**config.mk**
```make
export PLATFORM = sky130hd
export DESIGN_NAME = csdec_top
export DESIGN_NICKNAME = d
export VERILOG_FILES = /design/src/pkg/csdec_pkg.sv /design/src/pkg/csdec_cfg_if.sv /design/src/design/csdec_match.sv /design/src/design/csdec_regmem.sv /design/src/design/csdec_top.sv
export SDC_FILE = /design/constraint.sdc
export NUM_CORES = 1
export LEC_CHECK = 0
export BUFFER_PORTS_ARGS = -buffer_cell sky130_fd_sc_hd__buf_2
export CAP_MARGIN = 30
export CORE_MARGIN = 1
export CORE_UTILIZATION = 52
export DETAILED_ROUTE_END_ITERATION = 8
export PLACE_DENSITY = 0.88
export SLEW_MARGIN = 20
export SYNTH_ARGS = -nofsm -noshare
export SYNTH_HDL_FRONTEND = slang
export SYNTH_SLANG_ARGS = --single-unit
```
**constraint.sdc**
```tcl
create_clock -name CLK -period 2.7 [get_ports CLK]
set_clock_uncertainty 0.1 [all_clocks]
set_input_delay 0.54 -clock CLK [delete_from_list [all_inputs] [get_ports CLK]]
set_output_delay 0.54 -clock CLK [all_outputs]
set_load 0.01 [all_outputs]
```
**src/pkg/csdec_pkg.sv**
```systemverilog
// constants, types and offsets of the chip select decoder
// assumes one 100 MHz clock and an 8-bit register port
// What this block does
// (RL1) Every bus cycle compares the bus address with each channel's start.
// (RL2) Each channel's mask register hides chosen address bits from compare.
// (RL3) An enabled channel that matches drives its select line low.
// (RL4) The start register is 8 bits holding compare values for A23..A16.
// (RL5) Compare values for A15..A8 are fixed zero with no storage.
// (RL6) Channel 0 always compares A23, A22 and A21.
// (RL7) Mask 1 ignores that address bit, mask 0 requires it equal the start.
// (RL8) Maskable ranges: ch0 A8-A20, ch1 A8-A21, ch2/3 A15-A22.
// (RL9) One mask bit covers A14..A9 together in ch0 and A15..A9 in ch1; bit 0 covers A8.
// (RL10) Start addresses fall on 64K-byte boundaries.
// (RL11) A start bit under a set mask bit acts as zero.
// (RL12) Mask bits need not be contiguous; gaps give split windows.
// (RL13) Software should set mask first, then start, then check overlaps.
// (RL14) Start/mask decode applies only while area source is 1.
// (RL15) Selects are high outside bus cycles; match is combinational.
package csdec_pkg;
    localparam int NUM_CH = 4;
    localparam int BUS_AW = 24;
    localparam logic [7:0] START0_OFS  = 8'h40;
    localparam logic [7:0] MASK0_OFS   = 8'h41;
    localparam logic [7:0] START1_OFS  = 8'h42;
    localparam logic [7:0] MASK1_OFS   = 8'h43;
    localparam logic [7:0] START2_OFS  = 8'h44;
    localparam logic [7:0] MASK2_OFS   = 8'h45;
    localparam logic [7:0] START3_OFS  = 8'h46;
    localparam logic [7:0] MASK3_OFS   = 8'h47;
    localparam logic [7:0] CTRL_OFS    = 8'h48;
    localparam logic [7:0] STATUS_OFS  = 8'h49;
    localparam logic [7:0] START_RST   = 8'hff;
    localparam logic [7:0] MASK_RST    = 8'hff;
    localparam logic [3:0] EN_RST      = 4'h4;
    localparam logic [3:0] AREA_RST    = 4'h0;
    localparam int CTRL_EN_LSB   = 0;
    localparam int CTRL_AREA_LSB = 4;
    localparam int STAT_SEL_LSB  = 0;
    localparam int MASK_A8_BIT   = 0;
    localparam int MASK_A14_BIT  = 1;
    localparam logic [23:0] DEF0_LO = 24'h007f00;
    localparam logic [23:0] DEF0_HI = 24'h007fff;
    localparam logic [23:0] DEF1_LO = 24'h000080;
    localparam logic [23:0] DEF1_HI = 24'h007fff;
    localparam logic [23:0] DEF2_LO = 24'h008000;
    localparam logic [23:0] DEF2_HI = 24'h3fffff;
    typedef enum logic [1:0] {
        KIND_CS0 = 2'b00,
        KIND_CS1 = 2'b01,
        KIND_CS2 = 2'b10,
        KIND_CS3 = 2'b11
    } csdec_kind_t;
endpackage : csdec_pkg

```
**src/pkg/csdec_cfg_if.sv**
```systemverilog
// start and mask contents shared by the register store and the decoders
// assumes the store drives every field from reset onward
interface csdec_cfg_if;
    logic [3:0][7:0] start;
    logic [3:0][7:0] mask;
    modport mem  (output start, output mask);
    modport user (input start, input mask);
endinterface : csdec_cfg_if

```
**src/design/csdec_match.sv**
```systemverilog
// address match of one select channel
// assumes the address is stable for the whole bus cycle
module csdec_match
    import csdec_pkg::*;
#(
    parameter csdec_kind_t KIND = KIND_CS0
) (
    input  wire logic [23:0] addr,   // bus address
    input  wire logic [7:0]  start,  // start value for A23..A16
    input  wire logic [7:0]  mask,   // mask register
    input  wire logic        area,   // 1: programmed area
    output logic             hit     // address lies in the area
);
    logic [15:0] eff_mask;
    logic        prog_hit;
    logic        def_hit;

    always_comb begin
        // bit n of eff_mask stands for address bit A(n+8)
        case (KIND)
            KIND_CS0: eff_mask = {3'b000, mask[7:2], {6{mask[MASK_A14_BIT]}},  // RL6 RL9
                                  mask[MASK_A8_BIT]};
            // channel 1 has no separate A15 mask bit: the group bit spans A15..A9
            KIND_CS1: eff_mask = {2'b00, mask[7:2], {7{mask[MASK_A14_BIT]}},  // RL8 RL9
                                  mask[MASK_A8_BIT]};
            KIND_CS2,
            KIND_CS3: eff_mask = {1'b0, mask, 7'h7f};  // RL8
            default:  eff_mask = 16'h0000;
        endcase
        // low start bits are hard zero; masked bits drop out of the compare
        prog_hit = (((addr[23:8] ^ {start, 8'h00}) & ~eff_mask)  // RL2 RL5 RL10
                    == 16'h0000);  // RL7 RL11 RL12
        case (KIND)
            KIND_CS0: def_hit = (addr >= DEF0_LO) && (addr <= DEF0_HI);
            KIND_CS1: def_hit = (addr >= DEF1_LO) && (addr <= DEF1_HI);
            KIND_CS2: def_hit = (addr >= DEF2_LO) && (addr <= DEF2_HI);
            default:  def_hit = 1'b0;
        endcase
        hit = area ? prog_hit : def_hit;  // RL14
    end
endmodule // csdec_match

```
**src/design/csdec_regmem.sv**
```systemverilog
// storage of the four start and four mask registers
// assumes read and write strobes never come together
module csdec_regmem
    import csdec_pkg::*;
(
    input  wire logic       clk,    // system clock
    input  wire logic       reset,  // async, active high
    input  wire logic [7:0] addr,   // register address
    input  wire logic [7:0] wdata,  // write data
    input  wire logic       wr,     // write strobe
    input  wire logic       rd,     // read strobe
    output logic [7:0]      rdata,  // read data, zero off this range
    csdec_cfg_if.mem        cfg     // contents to decoders
);
    typedef struct packed {
        logic [3:0][7:0] start;
        logic [3:0][7:0] mask;
        logic [7:0]      rdata;
    } csdec_mem_t;

    csdec_mem_t st;
    csdec_mem_t next_st;
    logic       in_range;
    logic [1:0] ch;
    logic       is_mask;

    // the eight registers sit on one aligned block of eight addresses
    assign in_range = (addr[7:3] == START0_OFS[7:3]);
    assign ch       = addr[2:1];
    assign is_mask  = (addr[0] == MASK0_OFS[0]);

    always_comb begin
        next_st       = st;
        next_st.rdata = 8'h00;
        if (wr && in_range) begin
            if (is_mask) begin
                next_st.mask[ch] = wdata;
            end else begin
                next_st.start[ch] = wdata;  // RL4
            end
        end
        if (rd && in_range) begin
            next_st.rdata = is_mask ? st.mask[ch] : st.start[ch];
        end
    end

    always_ff @(posedge clk or posedge reset) begin
        if (reset) begin
            st <= {{NUM_CH{START_RST}}, {NUM_CH{MASK_RST}}, 8'h00};
        end else begin
            st <= next_st;
        end
    end

    assign rdata     = st.rdata;
    assign cfg.start = st.start;
    assign cfg.mask  = st.mask;
endmodule // csdec_regmem

```
**src/design/csdec_top.sv**
```systemverilog
// four-channel programmable chip select decoder
// assumes the register master follows the one-cycle strobe protocol
// and that bus address and bus-cycle flag are synchronous to CLK
module csdec_top
    import csdec_pkg::*;
(
    input  wire logic        CLK,            // system clock
    input  wire logic        RESET,          // async, active high
    input  wire logic [7:0]  REG_ADDR,       // register address
    input  wire logic [7:0]  REG_WDATA,      // register write data
    input  wire logic        REG_WR,         // write strobe
    input  wire logic        REG_RD,         // read strobe
    output logic      [7:0]  REG_RDATA,      // read data, cycle after strobe
    input  wire logic        BUS_CYCLE,      // a bus cycle is in progress
    input  wire logic [23:0] BUS_ADDR,       // bus address A23..A0
    output logic      [3:0]  SELECT_LINE_N   // select lines, active low
);
    import csdec_pkg::*;

    // ------------------------------------------------------------
    // state
    // ------------------------------------------------------------

    typedef struct packed {
        logic [3:0] en;
        logic [3:0] area;
        logic [7:0] rdata;
    } csdec_top_t;

    csdec_top_t  st;
    csdec_top_t  next_st;
    logic [7:0]  mem_rdata;
    logic [3:0]  hit;
    logic [3:0]  sel;

    csdec_cfg_if cfg ();

    // ------------------------------------------------------------
    // register store
    // ------------------------------------------------------------

    csdec_regmem u_mem (
        .clk   (CLK),
        .reset (RESET),
        .addr  (REG_ADDR),
        .wdata (REG_WDATA),
        .wr    (REG_WR),
        .rd    (REG_RD),
        .rdata (mem_rdata),
        .cfg   (cfg.mem)
    );

    // ------------------------------------------------------------
    // address decoders
    // ------------------------------------------------------------

    // each channel checks the address of every bus cycle
    for (genvar i = 0; i < NUM_CH; i++) begin : g_ch  // RL1
        csdec_match #(
            .KIND (csdec_kind_t'(i))
        ) u_match (
            .addr  (BUS_ADDR),
            .start (cfg.start[i]),
            .mask  (cfg.mask[i]),
            .area  (st.area[i]),
            .hit   (hit[i])
        );
    end

    // no flop on the path: the select must track the current address
    assign sel           = {4{BUS_CYCLE}} & st.en & hit;  // RL3 RL15
    assign SELECT_LINE_N = ~sel;

    // ------------------------------------------------------------
    // control and status registers
    // ------------------------------------------------------------

    always_comb begin
        next_st       = st;
        next_st.rdata = 8'h00;
        if (REG_WR && (REG_ADDR == CTRL_OFS)) begin
            next_st.en   = REG_WDATA[CTRL_EN_LSB +: 4];
            next_st.area = REG_WDATA[CTRL_AREA_LSB +: 4];
        end
        if (REG_RD) begin
            case (REG_ADDR)
                CTRL_OFS: begin
                    next_st.rdata[CTRL_EN_LSB +: 4]   = st.en;
                    next_st.rdata[CTRL_AREA_LSB +: 4] = st.area;
                end
                STATUS_OFS: begin
                    next_st.rdata[STAT_SEL_LSB +: 4] = sel;
                end
                default: begin
                    next_st.rdata = 8'h00;
                end
            endcase
        end
    end

    always_ff @(posedge CLK or posedge RESET) begin
        if (RESET) begin
            st <= {EN_RST, AREA_RST, 8'h00};
        end else begin
            st <= next_st;
        end
    end

    // only one of the two read registers is non-zero at a time
    assign REG_RDATA = st.rdata | mem_rdata;

    logic [7:0] s0;
    logic [7:0] m0;
    logic [7:0] s1;
    logic [7:0] m1;
    logic [7:0] s2;
    logic [7:0] s3;
    logic [7:0] m3;
    logic       ch3_exp;

    assign s0 = cfg.start[0];
    assign m0 = cfg.mask[0];
    assign s1 = cfg.start[1];
    assign m1 = cfg.mask[1];
    assign s2 = cfg.start[2];
    assign s3 = cfg.start[3];
    assign m3 = cfg.mask[3];

    // independent reference for channel 3 with a masked start
    assign ch3_exp = BUS_CYCLE && st.en[3] && st.area[3]
                     && (((BUS_ADDR[23:16] ^ s3) & ~{1'b0, m3[7:1]}) == 8'h00)
                     && (!BUS_ADDR[15] || m3[0]);
endmodule // csdec_top

```
==> results of run 1 <==
## how the worst min path moves through the flow
stage	startpoint	end	slack, ns	cells after the start
after floorplan	st[11]$_DFFE_PP0P_	st[7]$_DFF_PP0_	0.37	1
after global placement	st[11]$_DFFE_PP0P_	st[7]$_DFF_PP0_	0.40	1
after detailed placement	RESET	u_mem.rdata[3]$_DFF_PP0_	0.41	2
after CTS	RESET	u_mem.rdata[3]$_DFF_PP0_	0.03	2
after global routing	RESET	st[13]$_DFFE_PP0P_	0.05	2
final	RESET	u_mem.rdata[3]$_DFF_PP0_	0.02	2
## cells in the mapped netlist (8+ instances only)
master | count | share of area
dfstp_2 | 65 | 0.38
mux2_1 | 56 | 0.14
xnor2_1 | 30 | 0.058
dfrtp_1 | 23 | 0.13
nand2_1 | 23 | 0.019
mux2_2 | 16 | 0.040
mux4_2 | 16 | 0.080
a21oi_1 | 11 | 0.012
o22ai_1 | 11 | 0.015
clkbuf_1 | 8 | 0.0066
nor2_1 | 8 | 0.0066
or2_2 | 8 | 0.011
## through the flow
step / setup TNS [ns] / cells
5_1_grt: -0.2841 / 520
3_5_place_dp: -0.3298 / 503
3_3_place_gp: -0.2432 / 503
4_1_cts: -0.2262 / 520
2_1_floorplan: 0 / 346
6_report: -0.2372 / 520
## registers in the layout, indices dropped and copies added (netlist names)
| signal | count |
|---|---|
| st | 16 |
| u_mem.cfg.mask | 32 |
| u_mem.cfg.start | 32 |
| u_mem.rdata | 8 |
## logic make-up (layout without fill, tap and decap cells)
kind of cell	Yosys count	count (layout)	synth area share
DFF	88	88	0.5039
buffers and inverters	24	93	0.02457
and+or+nand+nor	81	81	0.1044
muxes	88	88	0.2584
xor gates and xnor gates	32	32	0.06184
AOI/OAI and AO/OA	33	33	0.04694
## final cells by class
class	count	area share
flip-flops and latches	88	0.4307
multi-input cells	234	0.4144
repair buffers	72	0.08544
clock buffers	11	0.02856
well taps	105	0.02478
clock inverters	5	0.01180
inverters	5	0.004248
## critical path, cell delays in order
cell	delay (ns)
buf_8	0.10
nor4_4	0.27
nand2_1	0.13
or4_4	0.47
or4_4	0.50
and2_4	0.17
buf_6	0.11
## layer usage
metal | vias to the layer above | global-route usage | share of wire
li1 | 1387 | - | -
met1 | 1567 | 0.3629 | 0.42
met2 | 133 | 0.4298 | 0.47
met3 | 46 | 0.04625 | 0.065
met4 | 0 | 0.1616 | 0.046
met5 | - | 0 | 0
## power breakdown
group	internal [mW]	leakage, nW	switching [mW]
logic	0.144	1.14	0.170
registers	1.41	0.992	0.0480
clock network	0.485	0.103	0.490
## timing repair
| action | 4_1_cts | 5_1_grt |
|---|---|---|
| buffers inserted | 1 | 0 |
| resized for setup | 8 | 7 |
| pin swaps | 2 | 6 |
| endpoints found under the setup margin | 3 | 4 |
| gates cloned | 0 | 0 |
| hold buffers | 0 | 0 |
==> summary.md, run 1 <==
| Metric | Value |
|---|---|
| Slack of the critical path | `-0.2372 ns` |
| Post-route cell area | `approximately 5300 sq um` |
| Clock latency on the worst-skew pair | `about 0.37 ns` |
| Drt total wl | `~11000 microns` |
| Final setup violation count | `1` |
| Setup WS pre-CTS | `-0.3058 ns` |
| Num CTS Buffers | `9` |
| Unique masters post-synth | `46` |
| Routed via count | `approximately 3100` |
| Horiz. Die Dim | `95.36 microns` |
| Status | `complete, but fails checks` |
| Total iterations of the first detailed-routing run | `4` |
| Number of I/O pins | `57` |
| Flip-flop and latch area | `2283 sq um` |
| Crit path DAT | `2.30 ns` |
| RSZ-0062 raised after global routing | `true` |
| CTS tree | `done` |
| Post-Syn Nets | `391` |
| Detail Route Antenna Nets | `0` |
| Yosys warnings | `0` |
| Initial Utilization | `0.5434` |
| Flop2flop setup slack | `~0.8 ns` |
| Failing checks | `negative setup slack` |
| Most frequent cells in the layout | `dfstp_2, mux2_1, buf_2` |
| VDD IR max | `0.2873 mV` |
| Ant. Diodes | `0` |
| Worst min-delay path class | `in2async` |
| Total track usage | `0.2758` |
| Via density | `6.025` |
| Layout filler cell count | `631` |
| Hold slack | `0.02490 ns` |
| Max frequency | `~340 MHz` |
| Period utilisation layout | `1.088` |
| Mapped Area | `4532 sq um` |
| Post-synth ARST share | `1.000` |
| Placer Congestion | `0.9441` |
| DRC viols | `0` |
| FF-to-FF End | `st[1]$_DFF_PP0_` |
| Commonest non-fill, non-tap cell in the layout | `dfstp_2` |
| Critical-path maximum fanout | `2` |
| Leak pwr | `about 2.2 nW` |
| WP data required | `2.06 ns` |
| # clock sinks | `88` |
| Final period demand of the worst path | `2.937 ns` |
| Critical Path Source Type | `input pin` |
| Post-synthesis register bit count | `between 80 and 90` |
| Final nets | `455` |
| Fin. Hold Viols | `0` |
| Slew @ Worst Pin | `0.7580 ns` |
| Iter 0 DRT Violations | `about 250` |
| Longest Clk Path Bufs | `2` |
| Core box area | `8341 sq um` |
| PD cells | `517.9 nW/um^2` |
| Mapped Avg Cell Area | `approximately 13 sq um` |
| CTS root buffer | `clkbuf_8` |
| Die Span Y | `95.36 microns` |
| Vias in the first global route | `3315` |
| Seq/Total Area, Yosys | `0.5039` |
| Post-DP Area | `5000 sq um` |
| DR WL/cell | `between 20 and 25 microns` |
| Top_reg_cell synth | `dfstp_2` |
| Die area | `9093 sq um` |
| Clock slew at reported path FFs | `around 0.090 ns` |
| FF-to-FF Start | `u_mem.cfg.start[8]$_DFFE_PP1P_` |
| Crit path to | `SELECT_LINE_N[0]` |
| Post-synth EDFFs | `0` |
| WS Path Type | `in2out` |
| Slew headroom | `0.4947` |
| Share of cells above drive strength 1 | `0.5060` |
| Cells after synthesis | `346` |
| First-pass GRT wire length | `18020 microns` |
| Largest net degree at the start of global routing | `52` |
| Antenna violations before repair | `0` |
| Pwr Total | `2.745 mW` |
| # rows | `33` |
| H-tree Lvls | `3` |
| Post-layout util | `0.6356` |
| Worst R2R Path Depth | `5` |
| Endpoint type of the worst setup path | `output port` |
| # port buffers | `between 40 and 50` |
| Fin. max-slew vios | `0` |
| Multi-input gate area | `2197 sq um` |
| Max-Cap Viols | `0` |
| DP HPWL | `8278 microns` |
| Setup crit start | `BUS_ADDR[15]` |
| Synth-to-layout area growth | `16.98%` |
| Total congestion overflow | `0` |
(Power assumes the default switching activity.)
==> inputs of run 2 (changes only) <==
--- a/config.mk
+++ b/config.mk
@@ -11,6 +11,7 @@
 export CORE_UTILIZATION = 52
 export DETAILED_ROUTE_END_ITERATION = 8
 export PLACE_DENSITY = 0.88
+export REMOVE_ABC_BUFFERS = 1
 export SLEW_MARGIN = 20
 export SYNTH_ARGS = -nofsm -noshare
 export SYNTH_HDL_FRONTEND = slang
==> run 2 against run 1 <==
Effect of this change: via count increased by 3.9%; the flow still finishes with violations (negative setup slack); sequential cell count is the same; power is 3.3% higher; global-route usage is 0.43 points lower; largest cell class unchanged; critical endpoint unchanged.
==> summary.md, run 2 (synthesis gave the netlist of run 1 again) <==
| Metric | Value |
|---|---|
| Leak pwr | `2.265 nW (+1.4%)` |
| DP HPWL | `8132 microns (-1.8%)` |
| H-tree Lvls | `3 (unchanged)` |
| WP data required | `2.06 ns (about the same)` |
| Critical path's slowest cell | `or4_4` |
| CTS tree | `done` |
| Fin. max-slew vios | `0 (unchanged)` |
| DR WL/cell | `21.64 microns (-1.3%)` |
| Longest Clk Path Bufs | `2 (unchanged)` |
| Layout filler cell count | `641 (+1.6%)` |
| VDD IR max | `0.2379 mV (-17%)` |
| CTS root buffer | `clkbuf_8` |
| Share of cells above drive strength 1 | `0.5024 (-0.003632)` |
| Critical-path maximum fanout | `2 (unchanged)` |
| Flip-flop and latch area | `2283 sq um (unchanged)` |
| RSZ-0062 raised after global routing | `true` |
| FF-to-FF Start | `u_mem.cfg.start[25]$_DFFE_PP1P_` |
| Crit path to | `SELECT_LINE_N[0]` |
| Detail Route Antenna Nets | `0 (unchanged)` |
| Synth-to-layout area growth | `17.53%` |
| PD cells | `532.5 nW/um^2 (+2.8%)` |
| First-pass GRT wire length | `17470 microns (-3.0%)` |
| CTS Hold Buffers Added | `0 (unchanged)` |
| Failing checks | `negative setup slack` |
| Worst min-delay path class | `in2async` |
| Max-Cap Viols | `0 (unchanged)` |
| Crit path DAT | `2.36 ns (+0.06 ns)` |
| Most frequent cells in the layout | `dfstp_2, mux2_1, buf_2` |
| Final period demand of the worst path | `2.996 ns (+0.05895 ns)` |
| # port buffers | `49 (unchanged)` |
| Horiz. Die Dim | `95.36 microns (unchanged)` |
| Total congestion overflow | `0 (unchanged)` |
| Setup crit start | `BUS_ADDR[15]` |
| Number of I/O pins | `57 (unchanged)` |
| FF-to-FF End | `st[3]$_DFF_PP0_` |
| DRC viols | `0 (unchanged)` |
| Multi-input gate area | `2168 sq um (-1.3%)` |
| Setup WS pre-CTS | `-0.4078 ns (-0.1020 ns)` |
| Num CTS Buffers | `9 (unchanged)` |
| Final setup violation count | `2 (+1)` |
| Die area | `9093 sq um (unchanged)` |
| Endpoint type of the worst setup path | `output port` |
| Critical Path Source Type | `input pin` |
| Antenna violations before repair | `0 (unchanged)` |
| # clock sinks | `88 (unchanged)` |
| Slew @ Worst Pin | `0.7096 ns (-0.04847 ns)` |
| Slew headroom | `0.5270 (+0.03231)` |
| Total track usage | `0.2715 (-0.004327)` |
| Ant. Diodes | `0 (unchanged)` |
| Fin. Hold Viols | `0 (unchanged)` |
| Via density | `6.222 (+3.3%)` |
| Slack of the critical path | `-0.2961 ns (-0.05895 ns)` |
| Max frequency | `333.8 MHz (-2.0%)` |
| Period utilisation layout | `1.110 (+0.02183)` |
| # rows | `33 (unchanged)` |
| Iter 0 DRT Violations | `199 (-21%)` |
| Final nets | `458 (+0.66%)` |
| WS Path Type | `in2out` |
| Routed via count | `3254 (+3.9%)` |
| Ordered list of cells on the worst path | `buf_6 -> nor4_4 -> nand2_1 -> or4_4 -> or4_4 -> and2_4 -> buf_6` |
| Clock slew at reported path FFs | `0.09 ns (about the same)` |
| Flop2flop setup slack | `0.76 ns (-0.04 ns)` |
| Initial Utilization | `0.5434 (unchanged)` |
| Core box area | `8341 sq um (unchanged)` |
| Commonest non-fill, non-tap cell in the layout | `dfstp_2` |
| Die Span Y | `95.36 microns (unchanged)` |
| Clock latency on the worst-skew pair | `0.37 ns (about the same)` |
| Pwr Total | `2.836 mW (+3.3%)` |
| Drt total wl | `11320 microns (-0.74%)` |
| Worst R2R Path Depth | `6 (+1)` |
| CP peak stage delay | `0.55 ns (+0.05 ns)` |
| Total iterations of the first detailed-routing run | `5 (+1)` |
| Status | `complete, but fails checks` |
| Placer Congestion | `0.9249 (-2.0%)` |
| Largest net degree at the start of global routing | `52 (unchanged)` |
| Vias in the first global route | `3202 (-3.4%)` |
[run 2: worst min-delay path by stage]
| stage | endpoint | slack [ns] |
|---|---|---|
| 5_1_grt | u_mem.rdata[1]$_DFF_PP0_ | 0.17 |
| 4_1_cts | u_mem.rdata[1]$_DFF_PP0_ | 0.14 |
| 2_1_floorplan | st[7]$_DFF_PP0_ | 0.37 |
| 3_5_place_dp | st[6]$_DFF_PP0_ | 0.44 |
| 3_3_place_gp | st[2]$_DFF_PP0_ | 0.41 |
| 6_report | u_mem.rdata[1]$_DFF_PP0_ | 0.12 |
[run 2: power by group]
group / internal [mW] / switching [mW] / total, mW
clock: 0.604 / 0.468 / 1.07
combinational: 0.143 / 0.166 / 0.309
sequential: 1.41 / 0.0473 / 1.46
[run 2: final cells by class]
class,count,share of cell area
flip-flops and latches,88,0.4287
multi-input cells,234,0.4071
repair buffers,75,0.09067
clock buffers,12,0.03124
well taps,105,0.02467
clock inverters,4,0.01386
inverters,5,0.003759
[run 2: critical path: cells and delay by family]
| kind | cells | cell delay, ns |
|---|---|---|
| buf+inv | 2 | 0.21 |
| simple gates | 5 | 1.61 |
[run 2: per-stage QoR]
stage | instance area (sq um) | utilization | hold WS (ns) | std cells | TNS, ns
2_1_floorplan | 4439 | - | 0.3701 | 327 | -2.553
3_3_place_gp | 5002 | 0.5998 | 0.4116 | 504 | -0.4999
6_report | 5326 | 0.6386 | 0.1216 | 523 | -0.4881
4_1_cts | 5294 | 0.6347 | 0.1409 | 521 | -0.2801
3_5_place_dp | 5002 | 0.5998 | 0.4376 | 504 | -0.6265
5_1_grt | 5326 | 0.6386 | 0.1674 | 523 | -0.5613
[run 2: metal layers]
metal	GRT usage	vias up	wire length, microns
met5	0	-	0
met4	0.1389	0	493
met3	0.05901	41	1067
met2	0.4173	203	5161
met1	0.3621	1621	4597
li1	-	1389	-
[run 2: what timing repair did]
action | 4_1_cts | 5_1_grt
setup endpoints to repair | 3 | 2
gates resized for setup | 9 | 5
setup buffers | 1 | 2
pin swaps | 0 | 2
